## src/pkg/ssr_pkg.sv

```systemverilog
// shared constants and types for the serial sar readout block
package ssr_pkg;
  localparam int          RES_W        = 16;  // result width in bits
  localparam int          CNT_W        = 6;   // falling edge counter width
  localparam int          FIFO_W       = 20;  // width of one queued result
  localparam int          FIFO_DEPTH   = 8;   // results held for the user
  localparam int          TAG_W        = 4;   // cycle tag width
  // falling edges of the conversion clock, counted from select low
  localparam logic [5:0]  TRACK_FALLS  = 6'h05;  // sample_window end
  localparam logic [5:0]  CONV_FALLS   = 6'h10;  // approximation_window
  localparam logic [5:0]  MSB_LAST     = 6'h15;  // edge that resolves lsb
  localparam logic [5:0]  LSB_LAST     = 6'h24;  // last lsb-first bit
  localparam logic [5:0]  MIN_CYCLE    = 6'h16;  // full_cycle_length
  localparam logic [5:0]  CNT_RST      = 6'h00;
  localparam logic [15:0] TRIAL_FIRST  = 16'h8000;
  localparam logic [15:0] CODE_RST     = 16'h0000;
  localparam logic [3:0]  TAG_RST      = 4'h0;

  // one finished conversion as it travels through the queue
  typedef struct packed {
    logic [TAG_W-1:0] tag;   // rolling number of the queued result; aborted and skipped cycles take none
    logic [RES_W-1:0] code;  // straight binary result
  } ssr_result_t;

  // serial output pin
  typedef struct packed {
    logic data;
    logic oe;
  } ssr_pin_t;
endpackage

```

## src/hdl/ssr_fifo.sv

```systemverilog
// shift-style result queue with valid and ready on both sides
`timescale 1ns/1ps
module ssr_fifo #(
  parameter int W     = 20,
  parameter int DEPTH = 8
) (
  // clock and reset
  input  wire logic         clock,
  input  wire logic         sys_rst,
  // fill side
  input  wire logic         in_valid,
  input  wire logic [W-1:0] in_data,
  output logic              in_ready,
  // drain side
  output logic              out_valid,
  output logic [W-1:0]      out_data,
  input  wire logic         out_ready
);
  localparam int CW = $clog2(DEPTH + 1);
  localparam logic [CW-1:0] ONE  = CW'(1);
  localparam logic [CW-1:0] FULL = CW'(DEPTH);

  logic [W-1:0]  mem [DEPTH];
  logic [CW-1:0] count;
  logic [CW-1:0] next_count;
  logic [CW-1:0] wr_idx;
  logic          push;
  logic          pop;
  logic          full;

  // head sits in mem[0] so the output is a plain flop
  assign push     = in_valid && !full;
  assign pop      = out_valid && out_ready;
  assign in_ready = !full;
  assign out_data = mem[0];
  assign wr_idx   = pop ? count - ONE : count;

  always_comb begin
    next_count = count;
    if (push && !pop) begin
      next_count = count + ONE;
    end else if (pop && !push) begin
      next_count = count - ONE;
    end
  end

  // occupancy and flags, registered to keep the ports clean
  always_ff @(posedge clock) begin
    if (sys_rst) begin
      count     <= '0;
      full      <= 1'b0;
      out_valid <= 1'b0;
    end else begin
      count     <= next_count;
      full      <= (next_count == FULL);
      out_valid <= (next_count != '0);
    end
  end

  // storage: shift on pop, write behind the last held word
  always_ff @(posedge clock) begin
    for (int j = 0; j < DEPTH; j++) begin
      if (push && wr_idx == CW'(j)) begin
        mem[j] <= in_data;
      end else if (pop) begin
        mem[j] <= (j == DEPTH - 1) ? mem[j] : mem[j+1];
      end
    end
  end
endmodule

```

## src/hdl/ssr_readout.sv

```systemverilog
// conversion sequencing and serial readout of the sar converter
`timescale 1ns/1ps
module ssr_readout
  import ssr_pkg::*;
(
  // system clock and reset
  input  wire logic             clock,
  input  wire logic             sys_rst,
  // host link pins
  input  wire logic             select_shutdown_n,
  input  wire logic             conversion_clock,
  output ssr_pin_t              serial_out,
  // analog front end
  input  wire logic             comparator_high,
  output logic                  track_enable,
  output logic [RES_W-1:0]      dac_code,
  // finished results
  output logic                  result_valid,
  output ssr_result_t           result_data,
  input  wire logic             result_ready
);
  logic              sel_s1;
  logic              sel_s2;
  logic              sel_s3;
  logic              clk_s1;
  logic              clk_s2;
  logic              clk_s3;
  logic              fall;
  logic              sel_fall;
  logic              shutdown;
  logic              run;
  logic [CNT_W-1:0]  cnt;
  logic [CNT_W-1:0]  edge_no;
  logic [RES_W-1:0]  res;
  logic [TAG_W-1:0]  tag;
  logic              push_valid;
  ssr_result_t       push_data;
  logic              fifo_ready;

  // pins come from the host's domain: two flops before any use
  always_ff @(posedge clock) begin
    if (sys_rst) begin
      sel_s1 <= 1'b1;
      sel_s2 <= 1'b1;
      sel_s3 <= 1'b1;
      clk_s1 <= 1'b0;
      clk_s2 <= 1'b0;
      clk_s3 <= 1'b0;
    end else begin
      sel_s1 <= select_shutdown_n;
      sel_s2 <= sel_s1;
      sel_s3 <= sel_s2;
      clk_s1 <= conversion_clock;
      clk_s2 <= clk_s1;
      clk_s3 <= clk_s2;
    end
  end

  // edge events, derived only from the settled stages
  assign shutdown = sel_s2;
  assign sel_fall = sel_s3 && !sel_s2;
  assign fall     = clk_s3 && !clk_s2 && !sel_s2;
  assign edge_no  = cnt + CNT_W'(1);

  // falling edge counter, saturates once only zeros remain
  always_ff @(posedge clock) begin
    if (sys_rst || shutdown) begin
      cnt <= CNT_RST;
    end else if (fall && cnt <= LSB_LAST) begin
      cnt <= edge_no;
    end
  end

  // a cycle only runs if the queue can take its result; a full
  // queue skips the conversion rather than lose a finished word
  always_ff @(posedge clock) begin
    if (sys_rst || shutdown) begin
      run <= 1'b0;
    end else if (sel_fall) begin
      run <= fifo_ready;
    end
  end

  // sample window: track from select low up to the fifth fall
  always_ff @(posedge clock) begin
    if (sys_rst || shutdown) begin
      track_enable <= 1'b0;
    end else if (sel_fall) begin
      track_enable <= fifo_ready;
    end else if (fall && edge_no == TRACK_FALLS) begin
      track_enable <= 1'b0;
    end
  end

  // successive approximation: one decision per falling edge
  always_ff @(posedge clock) begin
    if (sys_rst || shutdown) begin
      res      <= CODE_RST;
      dac_code <= CODE_RST;
    end else if (fall && run) begin
      if (edge_no == TRACK_FALLS) begin
        res      <= CODE_RST;
        dac_code <= TRIAL_FIRST;
      end else if (edge_no > TRACK_FALLS && edge_no <= MSB_LAST) begin
        for (int i = 0; i < RES_W; i++) begin
          if (MSB_LAST - edge_no == CNT_W'(i)) begin
            res[i]      <= comparator_high;
            dac_code[i] <= comparator_high;
            if (i > 0) begin
              dac_code[i-1] <= 1'b1;                 // next trial bit
            end
          end
        end
      end
    end
  end

  // serial pin: enabled on the first fall, bits change only on falls
  always_ff @(posedge clock) begin
    if (sys_rst || shutdown) begin
      serial_out <= '0;
    end else if (fall) begin
      serial_out.oe   <= 1'b1;
      serial_out.data <= 1'b0;
      if (run && edge_no > TRACK_FALLS && edge_no <= MSB_LAST) begin
        serial_out.data <= comparator_high;
      end else if (run && edge_no > MSB_LAST && edge_no <= LSB_LAST) begin
        for (int i = 1; i < RES_W; i++) begin
          if (edge_no - MSB_LAST == CNT_W'(i)) begin
            serial_out.data <= res[i];
          end
        end
      end
      // beyond the lsb-first word the default zero stands
    end
  end

  // hand the result to the queue as the last bit resolves
  always_ff @(posedge clock) begin
    if (sys_rst) begin
      push_valid <= 1'b0;
      push_data  <= '0;
      tag        <= TAG_RST;
    end else begin
      push_valid <= 1'b0;
      if (fall && run && edge_no == MSB_LAST) begin
        push_valid     <= 1'b1;
        push_data.code <= {res[RES_W-1:1], comparator_high};
        push_data.tag  <= tag;
        tag            <= tag + TAG_W'(1);
      end
    end
  end

  ssr_fifo #(
    .W     (FIFO_W),
    .DEPTH (FIFO_DEPTH)
  ) u_fifo (
    .clock     (clock),
    .sys_rst   (sys_rst),
    .in_valid  (push_valid),
    .in_data   (push_data),
    .in_ready  (fifo_ready),
    .out_valid (result_valid),
    .out_data  (result_data),
    .out_ready (result_ready)
  );

  // checks on the sequencing
  AST_SHUTDOWN_QUIET: assert property (
    @(posedge clock) disable iff (sys_rst)
    shutdown |=> !track_enable && cnt == CNT_RST)
    else $error("shutdown did not stop the cycle");
  AST_HIZ_DESELECT: assert property (
    @(posedge clock) disable iff (sys_rst)
    shutdown |=> !serial_out.oe)
    else $error("output driven while deselected");
  AST_PIN_ON_FALL: assert property (
    @(posedge clock) disable iff (sys_rst)
    !shutdown && !$past(fall) && !$past(shutdown) |-> $stable(serial_out))
    else $error("output moved without a falling edge");
  AST_DAC_PACED: assert property (
    @(posedge clock) disable iff (sys_rst)
    !fall && !shutdown |=> $stable(dac_code))
    else $error("conversion stepped without a clock edge");
  // tracking opens only for a cycle that will actually run
  AST_TRACK_START: assert property (
    @(posedge clock) disable iff (sys_rst)
    sel_fall |=> track_enable == $past(fifo_ready))
    else $error("tracking did not open at select low");
  AST_TRACK_END: assert property (
    @(posedge clock) disable iff (sys_rst)
    fall && run && edge_no == TRACK_FALLS |=> !track_enable
      && dac_code == TRIAL_FIRST)
    else $error("hold did not begin at the fifth fall");
  AST_MSB_BIT: assert property (
    @(posedge clock) disable iff (sys_rst)
    fall && run && edge_no == TRACK_FALLS + 6'h01
      |=> serial_out.data == $past(comparator_high)
      && dac_code[15] == $past(comparator_high))
    else $error("msb not presented first");
  AST_NO_LATENCY: assert property (
    @(posedge clock) disable iff (sys_rst)
    fall && run && edge_no > TRACK_FALLS && edge_no <= MSB_LAST
      |=> serial_out.data == $past(comparator_high))
    else $error("bit not emitted at its own step");
  AST_LSB_FIRST: assert property (
    @(posedge clock) disable iff (sys_rst)
    fall && run && edge_no == MSB_LAST + 6'h01
      |=> serial_out.data == res[1])
    else $error("lsb-first word did not start at bit one");
  // covers the very first trailing zero as well as the saturated tail
  AST_ZEROS_AFTER: assert property (
    @(posedge clock) disable iff (sys_rst)
    fall && edge_no > LSB_LAST |=> serial_out.oe && !serial_out.data)
    else $error("nonzero after the transfer finished");
endmodule

```

## config.mk

```make
export PLATFORM = sky130hd
export DESIGN_NAME = ssr_readout
export DESIGN_NICKNAME = d
export VERILOG_FILES = /design/src/pkg/ssr_pkg.sv /design/src/hdl/ssr_fifo.sv /design/src/hdl/ssr_readout.sv
export SDC_FILE = /design/constraint.sdc
export NUM_CORES = 1
export LEC_CHECK = 0
export ABC_AREA = 1
export BUFFER_PORTS_ARGS = -buffer_cell sky130_fd_sc_hd__buf_2
export CORE_MARGIN = 4
export CORE_UTILIZATION = 40
export CTS_CLUSTER_DIAMETER = 100
export DETAILED_ROUTE_END_ITERATION = 8
export GPL_ROUTABILITY_DRIVEN = 0
export PLACE_DENSITY = 0.63
export SLEW_MARGIN = 25
export SYNTH_ARGS = -nofsm -noshare
export SYNTH_HDL_FRONTEND = slang
export SYNTH_SLANG_ARGS = --single-unit
export TNS_END_PERCENT = 20
```

## constraint.sdc

```tcl
create_clock -name clock -period 3.9 [get_ports clock]
set_clock_uncertainty 0.2 [all_clocks]
set_input_delay 0.39 -clock clock [delete_from_list [all_inputs] [get_ports clock]]
set_output_delay 0.39 -clock clock [all_outputs]
set_load 0.05 [all_outputs]
```

==> impl_summary.txt, run 1 <==
----------------------------------------------------
[Run status]
  Status ... finished clean

[STA]
  Number of pins with negative max-slew slack in the final report ... 0
  Summed negative setup slack over all endpoints ... 0 ns
  Final critical delay including setup and external delays ... 3.354 ns
  Max transition margin ... 46.97%
  Final hold violation count ... 0
  Final setup viols ... 0
  Max Fclk ... between 0.2 and 0.3 GHz
  Unrepaired setup endpoints after global routing ... false
  Share of the clock period used by the worst path ... a little under nine tenths
  Actual slew at the worst max-slew pin ... between 0.7 and 0.8 ns
  Min Hold Slack ... between 0.2 and 0.25 ns

[Power and ir drop]
  Combinational fraction of design power ... 15.9%
  P_sw ... 1.807 mW
  Power density normalized to cell area ... 530.6 mW/mm²
  Fraction of power spent switching nets ... about 27%
  Clk pwr share ... between 30% and 40%
  Internal power summed over all cells ... about 4.8 mW
  Part of the power in registers ... 48.7%
  Worst vdd ir ... 0.0003408 V
  Lkg Pwr ... around 5.3 nW

[CTS]
  Cell chosen for the clock root ... clkbuf_16
  # clock sinks ... around 240
  Clock H-tree levels ... 1
  Buffer depth of the longest clock path ... 3
  Clock latency of the later-clocked register in the worst-skew pair ... between 0.5 and 0.6 ns
  Clock tree from TritonCTS ... yes
  Number of buffers created by CTS ... 26
  Clock edge transition at the registers on the reported setup and hold paths ... ~0.06 ns

[Cells and area]
  Sequential standard cell area ... roughly 0.0064 mm²
  Signed area change from the synthesized netlist to the final layout ... 10.43%
  Share of cells above drive strength 1 ... a little under a tenth
  Most frequent cells in the layout ... nand2_1, nand3_1, edfxtp_1
  Layout net count ... ~1300
  Ant diodes ... 0
  Count of fill cells added during filler insertion ... ~2600
  Most common cell after layout, fill and taps aside ... nand2_1
  Final cell count without fillers ... between 1500 and 2000
  Multi-input logic area ... just over 0.004 mm²
  Fin util ... between 40% and 50%

[Worst setup path]
  CP endpoint kind ... register
  Data required time of the worst path ... 4.11 ns
  Sort of element at the start of the critical path ... register
  Largest fanout of any net on the critical path ... 17
  Worst endpoint data arrival time ... approximately 3.6 ns
  Class of the most critical setup path ... reg2reg

[GRT]
  Largest net degree at the start of global routing ... 86
  Vias in the first global route ... a little under 8000
  GRT met1 Usage ... ~17%
  Total congestion overflow ... 0
  Overall global routing resource usage ... ~14%
  Met2 track demand over resource ... about a quarter
  Grt met3 use ... 2.334%
  Number of antenna violations at the first check in global routing ... 0
  First-pass GRT wire length ... roughly 37000 µm
  Busiest layer in global routing ... met2

[Yosys]
  Sequential cell area fraction in the yosys report ... 56.41%
  Synth warnings ... 0
  Net count after synthesis ... 1360
  Synthesized flop and latch total ... about 240
  Gate count after technology mapping ... 1343
  Unique masters post-synth ... 35
  Synthesized cell area ... around 0.011 mm²
  Mean post-synth cell area ... 8.403 µm²

[Die]
  Core footprint ... 0.02778 mm²
  Ports ... 46
  Initial cell density of the core ... between 40% and 50%
  Chip Width ... about 180 µm
  Row count ... 61
  Die ar. ... 0.03097 mm²
  Height of the chip ... 176.0 µm

[Routing]
  Post-detailed-route wirelength per cell ... between 10 and 15 µm
  DR iter-0 viols ... about 400
  Remaining number of nets flagged by the antenna check after routing ... 0
  Via count ... between 8000 and 9000
  Iteration count of the initial detailed-routing pass ... 5
  Drc violations ... 0
  Vias per inst ... 4.770
  Final routed wirelength across all metal layers ... between 20000 and 25000 µm

[Flow run]
  Total of max-cap violations ... 0

[Hold path]
  HP Class ... reg2reg

[Place]
  # placed instances ... roughly 1700
  Number of I/O port buffers ... 45
  Detailed-placement wirelength estimate ... about 15000 µm

----------------------------------------------------
critical path, cell delays in order (launching register included):
cell	delay, ns
dfxtp_1	0.57
ha_1	0.28
nand3_2	0.13
xor2_1	0.40
nand2_2	0.20
nand2_1	0.37
clkinv_1	0.57
nand3_1	0.26
nand2_1	0.09
a21oi_1	0.12
nor2_1	0.06
per-layer routing:
metal | share of wire [%] | wire length (µm) | vias to the layer above
li1 | - | - | 4381
met1 | 46 | 9874 | 3664
met2 | 47 | 10070 | 158
met3 | 4.0 | 858 | 44
met4 | 2.8 | 591 | 0
met5 | 0 | 0 | -
power groups by stage:
| stage | clock, mW | sequential, mW | combinational, mW |
|---|---|---|---|
| finish | 2.34 | 3.22 | 1.05 |
| global route | 2.54 | 3.24 | 1.20 |
| CTS | 2.41 | 3.22 | 1.07 |
| detailed placement | 0 | 3.27 | 1.06 |
| global placement | 0 | 3.27 | 1.04 |
| floorplan | 0 | 3.27 | 0.906 |
sequential cells by signal, indices dropped and copies added, names as in the netlist, 2 cells and up:
name,cells
u_fifo.mem,160
cnt,6
dac_code,16
u_fifo.count,4
push_data,20
serial_out,2
tag,4
res,15
synthesized netlist by cell type:
cell type / instances / area share [%]
or2_2: 2 / 0.11
inv_1: 62 / 2.1
buf_1: 6 / 0.20
nor3_1: 13 / 0.58
buf_4: 22 / 1.5
a211oi_1: 1 / 0.067
nand4_2: 1 / 0.11
xor2_2: 1 / 0.14
nand4_1: 8 / 0.44
a22oi_1: 1 / 0.067
buf_2: 16 / 0.71
nand3_2: 3 / 0.27
a21oi_1: 42 / 1.9
nand2_1: 465 / 15
nand3_1: 185 / 8.2
ha_1: 11 / 1.2
o21a_1: 1 / 0.067
nor2_2: 1 / 0.055
nand3b_1: 6 / 0.40
o31ai_1: 1 / 0.067
clkinv_1: 1 / 0.033
a31oi_1: 1 / 0.055
nor2_1: 128 / 4.3
clkbuf_1: 47 / 1.6
a21oi_4: 1 / 0.14
clkbuf_2: 14 / 0.62
o21ai_0: 44 / 2.0
inv_2: 2 / 0.067
dfxtp_1: 78 / 14
xor2_1: 4 / 0.31
buf_6: 4 / 0.40
edfxtp_1: 160 / 43
nand2_2: 7 / 0.39
o21ai_1: 1 / 0.044
o211ai_1: 3 / 0.20
area by class of cell:
class	count	area share (%)
clock buffers	34	5.873
clock inverters	14	0.8333
inverters	65	1.978
multi-input cells	931	33.09
flip-flops and latches	238	51.08
well taps	378	3.795
repair buffers	69	3.353
final timing paths:
check / slack, ns / start / end / depth (start not counted)
worst min-delay path: 0.21 / clk_s1 / clk_s2 / 2
worst min register to register: 0.21 / clk_s1 / clk_s2 / 2
worst max-delay path: 0.55 / cnt[0] / dac_code[3] / 10
worst max register to register: 0.55 / cnt[0] / dac_code[3] / 10
logic make-up (layout without fill, tap and decap cells):
group | count (synthesis) | in the layout | synth area share, %
AO/OA/AOI/OAI | 96 | 96 | 4.523
XOR/XNOR | 5 | 5 | 0.4546
adder cells (fa/ha/maj) | 11 | 11 | 1.219
buffers and inverters | 174 | 182 | 7.118
flip-flops | 238 | 238 | 56.41
AND/OR/NAND/NOR | 819 | 819 | 30.28
through the flow:
step	cell area, µm²	worst slack [ns]	total power [mW]
6_report	12460	0.5459	6.614
5_1_grt	12460	0.2484	6.973
4_1_cts	12460	0.5272	6.696
3_5_place_dp	11580	0.5506	4.331
3_3_place_gp	11580	0.5952	4.310
2_1_floorplan	11290	0.5898	4.178
what timing repair did:
action / CTS / global route
resized for setup: 0 / 0
hold buffers: 5 / 0
hold endpoints to repair: 9 / 0
setup buffers: 0 / 0
No activity file was read; power rests on OpenSTA's default activity.
==> run 2, diff against run 1 <==
Settings changed: CTS_BUF_LIST set to sky130_fd_sc_hd__clkbuf_8.
==> impl_summary.txt, run 2 (same netlist as run 1, synthesis figures left out) <==
----------------------------------------------------
[Run status]
  Status ... finished clean

[Worst setup path]
  CP endpoint kind ... register
  Class of the most critical setup path ... reg2reg
  CP startpoint ... cnt[0]
  Largest delay contributor family on the critical path ... simple AND/OR/NAND/NOR gates
  Crit path depth ... 10 (unchanged)
  Most prevalent standard cell on the critical path ... nand2_1
  Buffers and inverters on the worst path ... 1 (unchanged)
  Data required time of the worst path ... 4.12 ns (about the same)
  Sort of element at the start of the critical path ... register
  Setup crit end ... dac_code[3]
  Setup slack of the worst register-to-register path ... 0.57 ns (+0.02 ns)
  Cell with the largest stage delay on the worst path ... clkinv_1
  Largest fanout of any net on the critical path ... 17 (unchanged)
  Worst Reg2Reg Path Length in Cells ... 10 (unchanged)
  End of the worst register-to-register path ... dac_code[3]
  CP Cell Sequence ... ha_1, nand3_2, xor2_1, nand2_2, nand2_1, clkinv_1, nand3_1, nand2_1, a21oi_1, nor2_1
  Worst endpoint data arrival time ... 3.55 ns (-0.02 ns)
  Reg-to-reg startpoint ... cnt[0]
  Delay of the slowest critical-path stage ... 0.58 ns (about the same)

[STA]
  Unrepaired setup endpoints after global routing ... false
  Final critical delay including setup and external delays ... 3.334 ns (-0.02025 ns)
  Final hold violation count ... 0 (unchanged)
  Max transition margin ... 47.41% (+0.44 points)
  Number of pins with negative max-slew slack in the final report ... 0 (unchanged)
  Share of the clock period used by the worst path ... 85.48% (-0.52 points)
  Actual slew at the worst max-slew pin ... 0.7888 ns (-0.006601 ns)
  Final setup viols ... 0 (unchanged)
  Summed negative setup slack over all endpoints ... 0 ns (unchanged)
  Max Fclk ... 0.3000 GHz (+0.61%)
  Worst setup margin ... 0.5661 ns (+0.02025 ns)

[GRT]
  First-pass GRT wire length ... 37250 µm (+1.6%)
  Total congestion overflow ... 0 (unchanged)
  Number of antenna violations at the first check in global routing ... 0 (unchanged)
  Overall global routing resource usage ... 14.14% (+0.30 points)
  Largest net degree at the start of global routing ... 86 (unchanged)
  Vias in the first global route ... 7933 (+2.7%)

[Routing]
  Via count ... 8324 (+0.93%)
  DR iter-0 viols ... 510 (+29%)
  Drc violations ... 0 (unchanged)
  Final routed wirelength across all metal layers ... 21680 µm (+1.3%)
  Vias per inst ... 4.743 (-0.56%)
  Remaining number of nets flagged by the antenna check after routing ... 0 (unchanged)
  Post-detailed-route wirelength per cell ... 12.36 µm (-0.16%)
  Iteration count of the initial detailed-routing pass ... 5 (unchanged)

[Cells and area]
  Final cell count without fillers ... 1755 (+1.5%)
  Final instance area ... 0.01238 mm² (-0.64%)
  Largest reg by FF count ... u_fifo.mem
  Flip-flop count of the largest register, all copies and words added ... 160 (unchanged)
  Most common cell after layout, fill and taps aside ... nand2_1
  Layout net count ... 1362 (+1.0%)
  Signed area change from the synthesized netlist to the final layout ... 9.723%
  Most frequent cells in the layout ... nand2_1, nand3_1, edfxtp_1
  Regs by FF count ... u_fifo.mem x160, push_data x20, dac_code x16
  Ant diodes ... 0 (unchanged)
  Share of cells above drive strength 1 ... 9.731% (+0.55 points)

[Die]
  Height of the chip ... 176.0 µm (unchanged)
  Initial cell density of the core ... 40.62% (unchanged)
  Ports ... 46 (unchanged)
  Row count ... 61 (unchanged)
  Chip Width ... 176.0 µm (unchanged)
  Core footprint ... 0.02778 mm² (unchanged)
  Die ar. ... 0.03097 mm² (unchanged)

[Place]
  Number of I/O port buffers ... 45 (unchanged)
  Detailed-placement wirelength estimate ... 15170 µm (unchanged)
  # placed instances ... 1676 (unchanged)
  Post-placement setup slack ... 0.5506 ns (unchanged)
  Cell area reported after detailed placement ... 0.01158 mm² (unchanged)

[Power and ir drop]
  Total power ... 6.365 mW (-3.8%)
  Lkg Pwr ... 5.376 nW (+0.91%)
  Power density normalized to cell area ... 514.0 mW/mm² (-3.1%)
  Worst vdd ir ... 0.0002244 V (-34%)

[CTS]
  Clock edge transition at the registers on the reported setup and hold paths ... 0.05 ns (about the same)
  Number of buffers created by CTS ... 41 (+58%)
  Clock latency of the later-clocked register in the worst-skew pair ... 0.53 ns (about the same)
  Buffers inserted by post-CTS timing repair ... 0 (unchanged)
  Clock tree from TritonCTS ... yes
  # clock sinks ... 238 (unchanged)
  Buffer depth of the longest clock path ... 3 (unchanged)
  Cell chosen for the clock root ... clkbuf_8
  Clock H-tree levels ... 2 (+1)

[Hold path]
  Start point of the worst hold path ... comparator_high
  HP Class ... in2reg

[Flow run]
  Total of max-cap violations ... 0 (unchanged)

----------------------------------------------------
run 2: cell count changes in the layout (fill, tap and decap cells not counted):
cell           before  now
clkinv_1            5    9
dlygate4sd3_1       5    4
clkinv_4            1    0
clkinvlp_4          4    1
clkbuf_1            4    0
clkbuf_16          27    0
clkinv_2            4    3
clkbuf_8            3   45
inv_1              62   79
run 2: cell type report:
class                           count  area (µm²)
Tap cell                          378       473.0
Inverter                           65       246.5
Fill cell                        2675       15400
Clock buffer                       45       619.3
Sequential cell                   238        6366
Multi-Input combinational cell    931        4124
Clock inverter                     30       146.4
Timing Repair Buffer               68       407.9
run 2: power by group:
group          total (mW)  internal [mW]  switching, mW
logic                1.05          0.279          0.770
registers            3.22           3.14         0.0788
clock network        2.09           1.12          0.970
run 2: timing repair:
item                                   in CTS  in global routing
setup endpoints to repair                   0                  0
endpoints found under the hold margin       9                  0
hold buffers                                4                  0
resized for setup                           0                  0
run 2: worst reg2reg max path, cell delays in order, from the launching register on:
cell and delay (ns):
dfxtp_1 0.56, ha_1 0.28, nand3_2 0.13, xor2_1 0.40, nand2_2 0.20, nand2_1 0.36
clkinv_1 0.58, nand3_1 0.26, nand2_1 0.09, a21oi_1 0.12, nor2_1 0.06
run 2: worst min path at each step:
stage               cells past startpoint  slack, ns           end
floorplan                               2       0.19        clk_s2
global placement                        1       0.20        sel_s2
detailed placement                      1       0.20        sel_s2
CTS                                     3      0.005  push_data[0]
global route                            3       0.02  push_data[0]
finish                                  3       0.03  dac_code[15]
run 2: per-stage QoR:
stage | util, % | hold slack [ns]
detailed placement | 41.67 | 0.2006
floorplan | - | 0.1883
global route | 44.57 | 0.01955
global placement | 41.67 | 0.1957
CTS | 44.57 | 0.005168
finish | 44.57 | 0.02703
run 2: routing by layer:
layer  up-vias  routed length [µm]  part of all wire (%)  GRT usage, %
li1       4413                   -                     -             -
met1      3675                9820                    45         17.39
met2       176               10180                    47         24.44
met3        60                 957                   4.4         2.784
met4         0                 724                   3.3         5.815
met5         -                   0                     0             0
